$ cat config.mk
export PLATFORM = sky130hd
export DESIGN_NAME = external_interrupt_pair
export DESIGN_NICKNAME = d
export VERILOG_FILES = /design/src/design/ext_irq_pkg.sv /design/src/design/external_interrupt_pair.sv
export SDC_FILE = /design/constraint.sdc
export NUM_CORES = 1
export LEC_CHECK = 0
export BUFFER_PORTS_ARGS = -buffer_cell sky130_fd_sc_hd__buf_2
export CAP_MARGIN = 20
export CORE_MARGIN = 4
export CORE_UTILIZATION = 49
export DETAILED_ROUTE_END_ITERATION = 6
export PLACE_DENSITY = 0.77
export REMOVE_ABC_BUFFERS = 1
export SLEW_MARGIN = 40
export SYNTH_ARGS = -nofsm -noshare
export SYNTH_HDL_FRONTEND = slang
export SYNTH_SLANG_ARGS = --single-unit
$ cat constraint.sdc
create_clock -name mclk -period 2.4 [get_ports mclk]
set_clock_uncertainty 0.05 [all_clocks]
set_input_delay 0.12 -clock mclk [delete_from_list [all_inputs] [get_ports mclk]]
set_output_delay 0.12 -clock mclk [all_outputs]
set_load 0.005 [all_outputs]
$ cat src/design/ext_irq_pkg.sv
// constants for the external interrupt pair block
// ==========================================================
package ext_irq_pkg;
  localparam logic [7:0] CFG_ADDR = 8'he4;
  localparam logic [7:0] CFG_RESET = 8'h01;
  localparam int B_POL = 7;
  localparam int B_SEL_HI = 6;
  localparam int B_SEL_LO = 4;
  localparam int A_POL = 3;
  localparam int A_SEL_HI = 2;
  localparam int A_SEL_LO = 0;
  localparam int NUM_IRQ = 2;
  localparam int PORT_W = 8;
endpackage : ext_irq_pkg

$ cat src/design/external_interrupt_pair.sv
// external interrupt pair: config register, pin select, synchronise, pending flags
`timescale 1ns/10ps
module external_interrupt_pair (
  // clock and reset
  input wire logic mclk,
  input wire logic rst_n,
  // register port
  input wire logic [7:0] reg_addr,
  input wire logic reg_wr,
  input wire logic [7:0] reg_wdata,
  output logic [7:0] reg_rdata,
  // trigger type bits held in the timer control register
  input wire logic irq_a_trigger_type,
  input wire logic irq_b_trigger_type,
  // cpu vectoring acknowledges, one-cycle pulses
  input wire logic irq_a_ack,
  input wire logic irq_b_ack,
  // port 0 pins
  input wire logic [ext_irq_pkg::PORT_W-1:0] port0_pins,
  // pending flags
  output logic irq_a_pending,
  output logic irq_b_pending
);
  import ext_irq_pkg::*;

  typedef struct packed {
    logic [7:0] cfg;
    logic [PORT_W-1:0] sync1;
    logic [PORT_W-1:0] sync2;
    logic [NUM_IRQ-1:0] act_d;
    logic [NUM_IRQ-1:0] pend;
    logic [7:0] rdata;
  } state_t;

  state_t st_r;
  state_t st_nxt;
  logic [NUM_IRQ-1:0] act;
  logic [NUM_IRQ-1:0] rise;
  logic [NUM_IRQ-1:0] trig;
  logic [NUM_IRQ-1:0] ack;

  assign trig = {irq_b_trigger_type, irq_a_trigger_type};
  assign ack = {irq_b_ack, irq_a_ack};

  // ==========================================================
  // pin selection and polarity, one copy per input
  // only reads the synchronised copy, so routed peripherals are untouched
  for (genvar g = 0; g < NUM_IRQ; g++) begin : g_sel
    localparam int SEL_LO = (g == 0) ? A_SEL_LO : B_SEL_LO;
    localparam int SEL_HI = (g == 0) ? A_SEL_HI : B_SEL_HI;
    localparam int POL = (g == 0) ? A_POL : B_POL;
    logic [SEL_HI-SEL_LO:0] sel;
    assign sel = st_r.cfg[SEL_HI:SEL_LO];
    assign act[g] = st_r.sync2[sel] == st_r.cfg[POL];
    // transition into the active level, whichever polarity is chosen
    assign rise[g] = act[g] && !st_r.act_d[g];
  end

  // ==========================================================
  // next state
  always_comb begin
    st_nxt = st_r;
    st_nxt.sync1 = port0_pins;
    st_nxt.sync2 = st_r.sync1;
    st_nxt.act_d = act;
    if (reg_wr && reg_addr == CFG_ADDR) begin
      st_nxt.cfg = reg_wdata;
    end
    for (int i = 0; i < NUM_IRQ; i++) begin
      if (trig[i]) begin
        // new edge beats a simultaneous acknowledge
        if (rise[i]) begin
          st_nxt.pend[i] = 1'b1;
        end else if (ack[i]) begin
          st_nxt.pend[i] = 1'b0;
        end
      end else begin
        st_nxt.pend[i] = act[i];
      end
    end
    st_nxt.rdata = (reg_addr == CFG_ADDR) ? st_nxt.cfg : 8'h00;
  end

  always_ff @(posedge mclk or negedge rst_n) begin
    if (!rst_n) begin
      // syncs start at the idle level of the default active-low inputs,
      // so neither a false edge nor a level pulse follows reset
      st_r <= '{cfg: CFG_RESET, sync1: '1, sync2: '1, act_d: '0, pend: '0, rdata: '0};
    end else begin
      st_r <= st_nxt;
    end
  end

  assign reg_rdata = st_r.rdata;
  assign irq_a_pending = st_r.pend[0];
  assign irq_b_pending = st_r.pend[1];

  // ==========================================================
  // checks
  AST_EDGE_SET: assert property (@(posedge mclk) disable iff (!rst_n)
    (trig[0] && act[0] && !st_r.act_d[0]) |=> irq_a_pending)
    else $error("edge did not set pending a");
  AST_ACK_CLR: assert property (@(posedge mclk) disable iff (!rst_n)
    (trig[0] && ack[0] && !(act[0] && !st_r.act_d[0])) |=> !irq_a_pending)
    else $error("ack did not clear pending a");
  AST_LEVEL_B: assert property (@(posedge mclk) disable iff (!rst_n)
    (!trig[1] && !$past(trig[1])) |-> irq_b_pending == $past(act[1]))
    else $error("level pending b does not follow input");
  AST_SYNC: assert property (@(posedge mclk) disable iff (!rst_n)
    ($past(rst_n) && $past(rst_n, 2)) |-> st_r.sync2 == $past(port0_pins, 2))
    else $error("synchroniser depth wrong");
  AST_POL_A: assert property (@(posedge mclk) disable iff (!rst_n)
    act[0] == (st_r.cfg[A_POL] ? st_r.sync2[st_r.cfg[A_SEL_HI:A_SEL_LO]] : !st_r.sync2[st_r.cfg[A_SEL_HI:A_SEL_LO]]))
    else $error("polarity a wrong");
  AST_SEL_B: assert property (@(posedge mclk) disable iff (!rst_n)
    (st_r.cfg[B_POL] && st_r.sync2 == (8'h01 << st_r.cfg[B_SEL_HI:B_SEL_LO])) |-> act[1])
    else $error("pin select b wrong");
  AST_CFG_WR: assert property (@(posedge mclk) disable iff (!rst_n)
    (reg_wr && reg_addr == CFG_ADDR) |=> reg_rdata == $past(reg_wdata))
    else $error("config write not read back");
  AST_EDGE_HOLD: assert property (@(posedge mclk) disable iff (!rst_n)
    (trig[0] && irq_a_pending && !ack[0]) |=> irq_a_pending)
    else $error("edge pending a lost without ack");

  // ==========================================================
  // edge mode, both inputs
  AST_EDGE_SET_B: assert property (@(posedge mclk) disable iff (!rst_n)
    (trig[1] && rise[1]) |=> irq_b_pending)
    else $error("edge did not set pending b");
  AST_ACK_CLR_B: assert property (@(posedge mclk) disable iff (!rst_n)
    (trig[1] && ack[1] && !rise[1]) |=> !irq_b_pending)
    else $error("ack did not clear pending b");
  AST_EDGE_HOLD_B: assert property (@(posedge mclk) disable iff (!rst_n)
    (trig[1] && irq_b_pending && !ack[1]) |=> irq_b_pending)
    else $error("edge pending b lost without ack");
  // a new edge must not be swallowed by the ack of the previous one
  AST_ACK_RACE_A: assert property (@(posedge mclk) disable iff (!rst_n)
    (trig[0] && rise[0] && ack[0]) |=> irq_a_pending)
    else $error("edge lost to ack on a");
  AST_ACK_RACE_B: assert property (@(posedge mclk) disable iff (!rst_n)
    (trig[1] && rise[1] && ack[1]) |=> irq_b_pending)
    else $error("edge lost to ack on b");
  AST_NO_SPUR_A: assert property (@(posedge mclk) disable iff (!rst_n)
    (trig[0] && !irq_a_pending && !rise[0]) |=> !irq_a_pending)
    else $error("pending a set without edge");
  AST_NO_SPUR_B: assert property (@(posedge mclk) disable iff (!rst_n)
    (trig[1] && !irq_b_pending && !rise[1]) |=> !irq_b_pending)
    else $error("pending b set without edge");
  AST_EDGE_INACT_A: assert property (@(posedge mclk) disable iff (!rst_n)
    (trig[0] && !act[0] && !irq_a_pending) |=> !irq_a_pending)
    else $error("pending a set by inactive input");
  AST_EDGE_INACT_B: assert property (@(posedge mclk) disable iff (!rst_n)
    (trig[1] && !act[1] && !irq_b_pending) |=> !irq_b_pending)
    else $error("pending b set by inactive input");

  // ==========================================================
  // level mode, both inputs
  // the ack is ignored here: the source itself must drop the level
  AST_LEVEL_A: assert property (@(posedge mclk) disable iff (!rst_n)
    (!trig[0] && !$past(trig[0])) |-> irq_a_pending == $past(act[0]))
    else $error("level pending a does not follow input");
  AST_LEVEL_ACK_A: assert property (@(posedge mclk) disable iff (!rst_n)
    (!trig[0] && ack[0] && act[0]) |=> irq_a_pending)
    else $error("ack cleared level pending a");
  AST_LEVEL_ACK_B: assert property (@(posedge mclk) disable iff (!rst_n)
    (!trig[1] && ack[1] && act[1]) |=> irq_b_pending)
    else $error("ack cleared level pending b");
  AST_LEVEL_DROP_A: assert property (@(posedge mclk) disable iff (!rst_n)
    (!trig[0] && !act[0]) |=> !irq_a_pending)
    else $error("level pending a stays with inactive input");
  AST_LEVEL_DROP_B: assert property (@(posedge mclk) disable iff (!rst_n)
    (!trig[1] && !act[1]) |=> !irq_b_pending)
    else $error("level pending b stays with inactive input");
  AST_LEVEL_RISE_A: assert property (@(posedge mclk) disable iff (!rst_n)
    (!trig[0] && act[0]) |=> irq_a_pending)
    else $error("level pending a missing with active input");
  AST_LEVEL_RISE_B: assert property (@(posedge mclk) disable iff (!rst_n)
    (!trig[1] && act[1]) |=> irq_b_pending)
    else $error("level pending b missing with active input");

  // ==========================================================
  // polarity, judged with all pins at one level
  AST_POL_B_LOW: assert property (@(posedge mclk) disable iff (!rst_n)
    (!st_r.cfg[B_POL] && st_r.sync2 == 8'h00) |-> act[1])
    else $error("active low b not active on low pin");
  AST_POL_B_HIGH: assert property (@(posedge mclk) disable iff (!rst_n)
    (st_r.cfg[B_POL] && st_r.sync2 == 8'h00) |-> !act[1])
    else $error("active high b active on low pin");
  AST_POL_A_HIGH: assert property (@(posedge mclk) disable iff (!rst_n)
    (st_r.cfg[A_POL] && st_r.sync2 == 8'hff) |-> act[0])
    else $error("active high a not active on high pin");
  AST_POL_A_LOW: assert property (@(posedge mclk) disable iff (!rst_n)
    (!st_r.cfg[A_POL] && st_r.sync2 == 8'hff) |-> !act[0])
    else $error("active low a active on high pin");

  // ==========================================================
  // pin select, one pin apart from the others
  AST_SEL_A: assert property (@(posedge mclk) disable iff (!rst_n)
    (st_r.cfg[A_POL] && st_r.sync2 == (8'h01 << st_r.cfg[A_SEL_HI:A_SEL_LO])) |-> act[0])
    else $error("pin select a wrong");
  AST_SEL_A_OTHER: assert property (@(posedge mclk) disable iff (!rst_n)
    (st_r.cfg[A_POL] && st_r.sync2 == ~(8'h01 << st_r.cfg[A_SEL_HI:A_SEL_LO])) |-> !act[0])
    else $error("pin select a reads another pin");
  AST_SEL_B_OTHER: assert property (@(posedge mclk) disable iff (!rst_n)
    (st_r.cfg[B_POL] && st_r.sync2 == ~(8'h01 << st_r.cfg[B_SEL_HI:B_SEL_LO])) |-> !act[1])
    else $error("pin select b reads another pin");

  // ==========================================================
  // synchroniser and edge memory
  AST_SYNC1: assert property (@(posedge mclk) disable iff (!rst_n)
    $past(rst_n) |-> st_r.sync1 == $past(port0_pins))
    else $error("first synchroniser stage wrong");
  AST_ACT_DELAY: assert property (@(posedge mclk) disable iff (!rst_n)
    $past(rst_n) |-> st_r.act_d == $past(act))
    else $error("edge memory does not follow active state");

  // ==========================================================
  // register port
  AST_CFG_KEEP: assert property (@(posedge mclk) disable iff (!rst_n)
    !(reg_wr && reg_addr == CFG_ADDR) |=> st_r.cfg == $past(st_r.cfg))
    else $error("config changed without write");
  AST_RDATA_CFG: assert property (@(posedge mclk) disable iff (!rst_n)
    (reg_addr == CFG_ADDR && !reg_wr) |=> reg_rdata == $past(st_r.cfg))
    else $error("config read wrong");
  AST_RDATA_OTHER: assert property (@(posedge mclk) disable iff (!rst_n)
    (reg_addr != CFG_ADDR) |=> reg_rdata == 8'h00)
    else $error("unmapped address reads non-zero");
endmodule : external_interrupt_pair

==> metrics.md <==
| Metric | Value |
|---|---|
| Post_cts resized | `0` |
| CTS root buf | `clkbuf_4` |
| TritonCTS clock tree | `done` |
| Fillers | `191` |
| Ys Warns | `0` |
| Final core utilization | `69.8%` |
| Die H | `60.2 um` |
| Core Region | `2540 sq um` |
| Clock latency at the later pin of the worst-skew pair | `320 ps` |
| Fin nets | `169` |
| DIE AREA | `3630 sq um` |
| Most frequent cells in the layout | `buf_2, dlygate4sd3_1, dfrtp_1, dfstp_2` |
| Final WS setup | `131 ps` |
| Initial core utilization | `52.6%` |
| H-tree depth | `2` |
| Drt first pass iters | `3` |
| Hold_ws | `12.1 ps` |
| Slew of the pin with the lowest slew margin | `411 ps` |
| DP Wirelength | `1.51 mm` |
| Seq. cell area | `922 sq um` |
| Antenna Violating Nets Remaining | `0` |
| Max IR drop VDD | `0.456 mV` |
| Required time of the critical path | `2610 ps` |
| Die X | `60.2 um` |
| Slew Viols, Final | `0` |
| PwrDens | `616 nW/um^2` |
| Remaining DRCs | `0` |
| Yosys reg bits | `36` |
| Crit-path max FO | `3` |
| Leak Pwr | `0.000855 uW` |
| Reg2Reg Setup Slack | `130 ps` |
| # clock sinks | `36` |
| Cells after synthesis | `79` |
| Outcome | `completed` |
| First-pass GRT wire length | `3.68 mm` |
| RSZ-0062 raised after global routing | `false` |
| Area Overhead vs Synth | `32.8%` |
| Vias in the first global route | `859` |
| Sequential share of power | `60.6%` |
| CP Capture Type | `flip-flop` |
| Max transition margin | `72.6%` |
| GRT met1 Usage | `12.8%` |
| P_int | `868 uW` |
| Final worst-path cycle share | `94.6%` |
| Unique masters post-synth | `15` |
| Met3 Use GR | `4.54%` |
| Final TNS setup | `0 ps` |
| Setup violations, final | `0` |
| Busiest grt layer | `met2` |
| Worst hold path class | `primary input to flip-flop` |
| Antenna violations before repair | `0` |
| GRT Resource Usage Total | `14.6%` |
| Reg clk slew, reported paths | `100 ps` |
| Syn_area_per_cell | `16.9 sq um` |
| Grt ovf | `0` |
| Iteration-0 DRC Markers | `5` |
| TritonCTS buffer count | `5` |
| Multi-input gate area | `355 sq um` |
| Min Tclk post-route | `2270 ps` |
| Met2 Use GR | `29.0%` |
| Final Wtd Congestion | `0.695` |
| Critical path class | `flip-flop to flip-flop` |
| Commonest non-fill, non-tap cell in the layout | `buf_2` |
| Vias/cell | `4.93` |
| Clock share of power | `28.9%` |
| Switch share | `20.7%` |
| Post-Syn Area | `1340 sq um` |
| Clock buffer depth | `2` |
| Port bufs | `40` |
| Max-cap violation count | `0` |
| Total Power | `1100 uW` |
| Drt total wl | `2.36 mm` |
| Maximum clock rate | `0.441 GHz` |
| Place WS | `685 ps` |
| Count of final hold-check violations | `0` |
| Routed wire length per instance | `14.0 um` |
| I/O pins | `41` |
| Via count | `834` |
| Sequential fraction of the synthesis area | `68.9%` |
| # rows | `18` |
| Critical path data arrival time | `2480 ps` |
| Sw power | `227 uW` |
| Largest net degree at the start of global routing | `37` |
| Ant diodes | `0` |
| Crit start category | `flip-flop` |
| Layout cells sized above 1 | `52.5%` |
| Combinational share of power | `10.5%` |
-- layout make-up --
cell class                      instances  share of cell area, %
Sequential cell                        36                   51.9
Timing Repair Buffer                   60                   22.7
Multi-Input combinational cell         35                   20.0
Clock buffer                            8                   3.31
Tap cell                               30                   2.11
-- metal layers --
layer  up-vias  wire (um)
met4         0         24
met2        29       1370
li1        384          -
met5         -          0
met1       415        797
met3         6        163
-- metrics by stage --
step                      area (sq um)  instances
after floorplan                   1280         71
after global placement            1520        141
after detailed placement          1520        141
after CTS                         1770        169
after global routing              1780        169
final                             1780        169
-- cells by family (layout without fill, tap and decap cells) --
logic type / after synthesis / in the layout / synth area share [%]
DFF: 36 / 36 / 68.9
buffers and inverters: 8 / 68 / 4.49
and+or+nand+nor: 17 / 17 / 7.86
AOI/OAI and AO/OA: 2 / 2 / 1.31
muxes: 14 / 14 / 16.1
xor gates and xnor gates: 2 / 2 / 1.31
-- critical path: stages (launching register included) --
cell	delay [ps]
dfstp_2	560
mux4_1	540
mux2i_1	180
xor2_1	190
o2bb2ai_1	130
dlygate4sd3_1	560
-- synthesized netlist by cell type --
master / number / area, sq um
mux2i_1: 2 / 20.0
o2bb2ai_1: 2 / 17.5
and4bb_2: 1 / 12.5
nor2b_1: 8 / 50.1
nand2_1: 4 / 15.0
buf_4: 8 / 60.1
nand4_2: 1 / 12.5
and2_0: 1 / 6.26
xor2_1: 2 / 17.5
nor2_1: 1 / 3.75
mux2_2: 8 / 90.1
mux4_1: 4 / 105
nand3_1: 1 / 5.00
dfrtp_1: 19 / 475
dfstp_2: 17 / 447
-- state kept, by name, summed over array words and instances, names as in the netlist --
| signal | cells |
|---|---|
| g_sel.sel | 6 |
| st_nxt | 8 |
| irq_a_pending | 1 |
| st_r | 12 |
| irq_b_pending | 1 |
| reg_rdata | 8 |
-- path summary, 6_finish.rpt --
path	from	end	cells past startpoint
setup / recovery	g_sel[0].sel[0]	irq_a_pending	5
min in group asynchronous	rst_n	reg_rdata[2]	2
hold reg to reg	st_nxt[16]	st_r[16]	0
hold / removal	reg_wdata[2]	g_sel[0].sel[2]	2
setup reg to reg	g_sel[0].sel[0]	irq_a_pending	5
max in group asynchronous	rst_n	st_nxt[16]	2
-- power by group through the flow --
stage               Sequential (uW)  Clock (uW)  Combinational (uW)
detailed placement              675           0                82.7
finish                          664         317                 115
global route                    667         357                 129
CTS                             664         331                 114
global placement                673           0                78.5
floorplan                       672           0                36.0
-- what timing repair did --
item / CTS / global route
hold buffers: 20 / 0
endpoints found under the hold margin: 36 / 0
buffers inserted: 0 / 0
No activity file was read; power rests on OpenSTA's default activity.
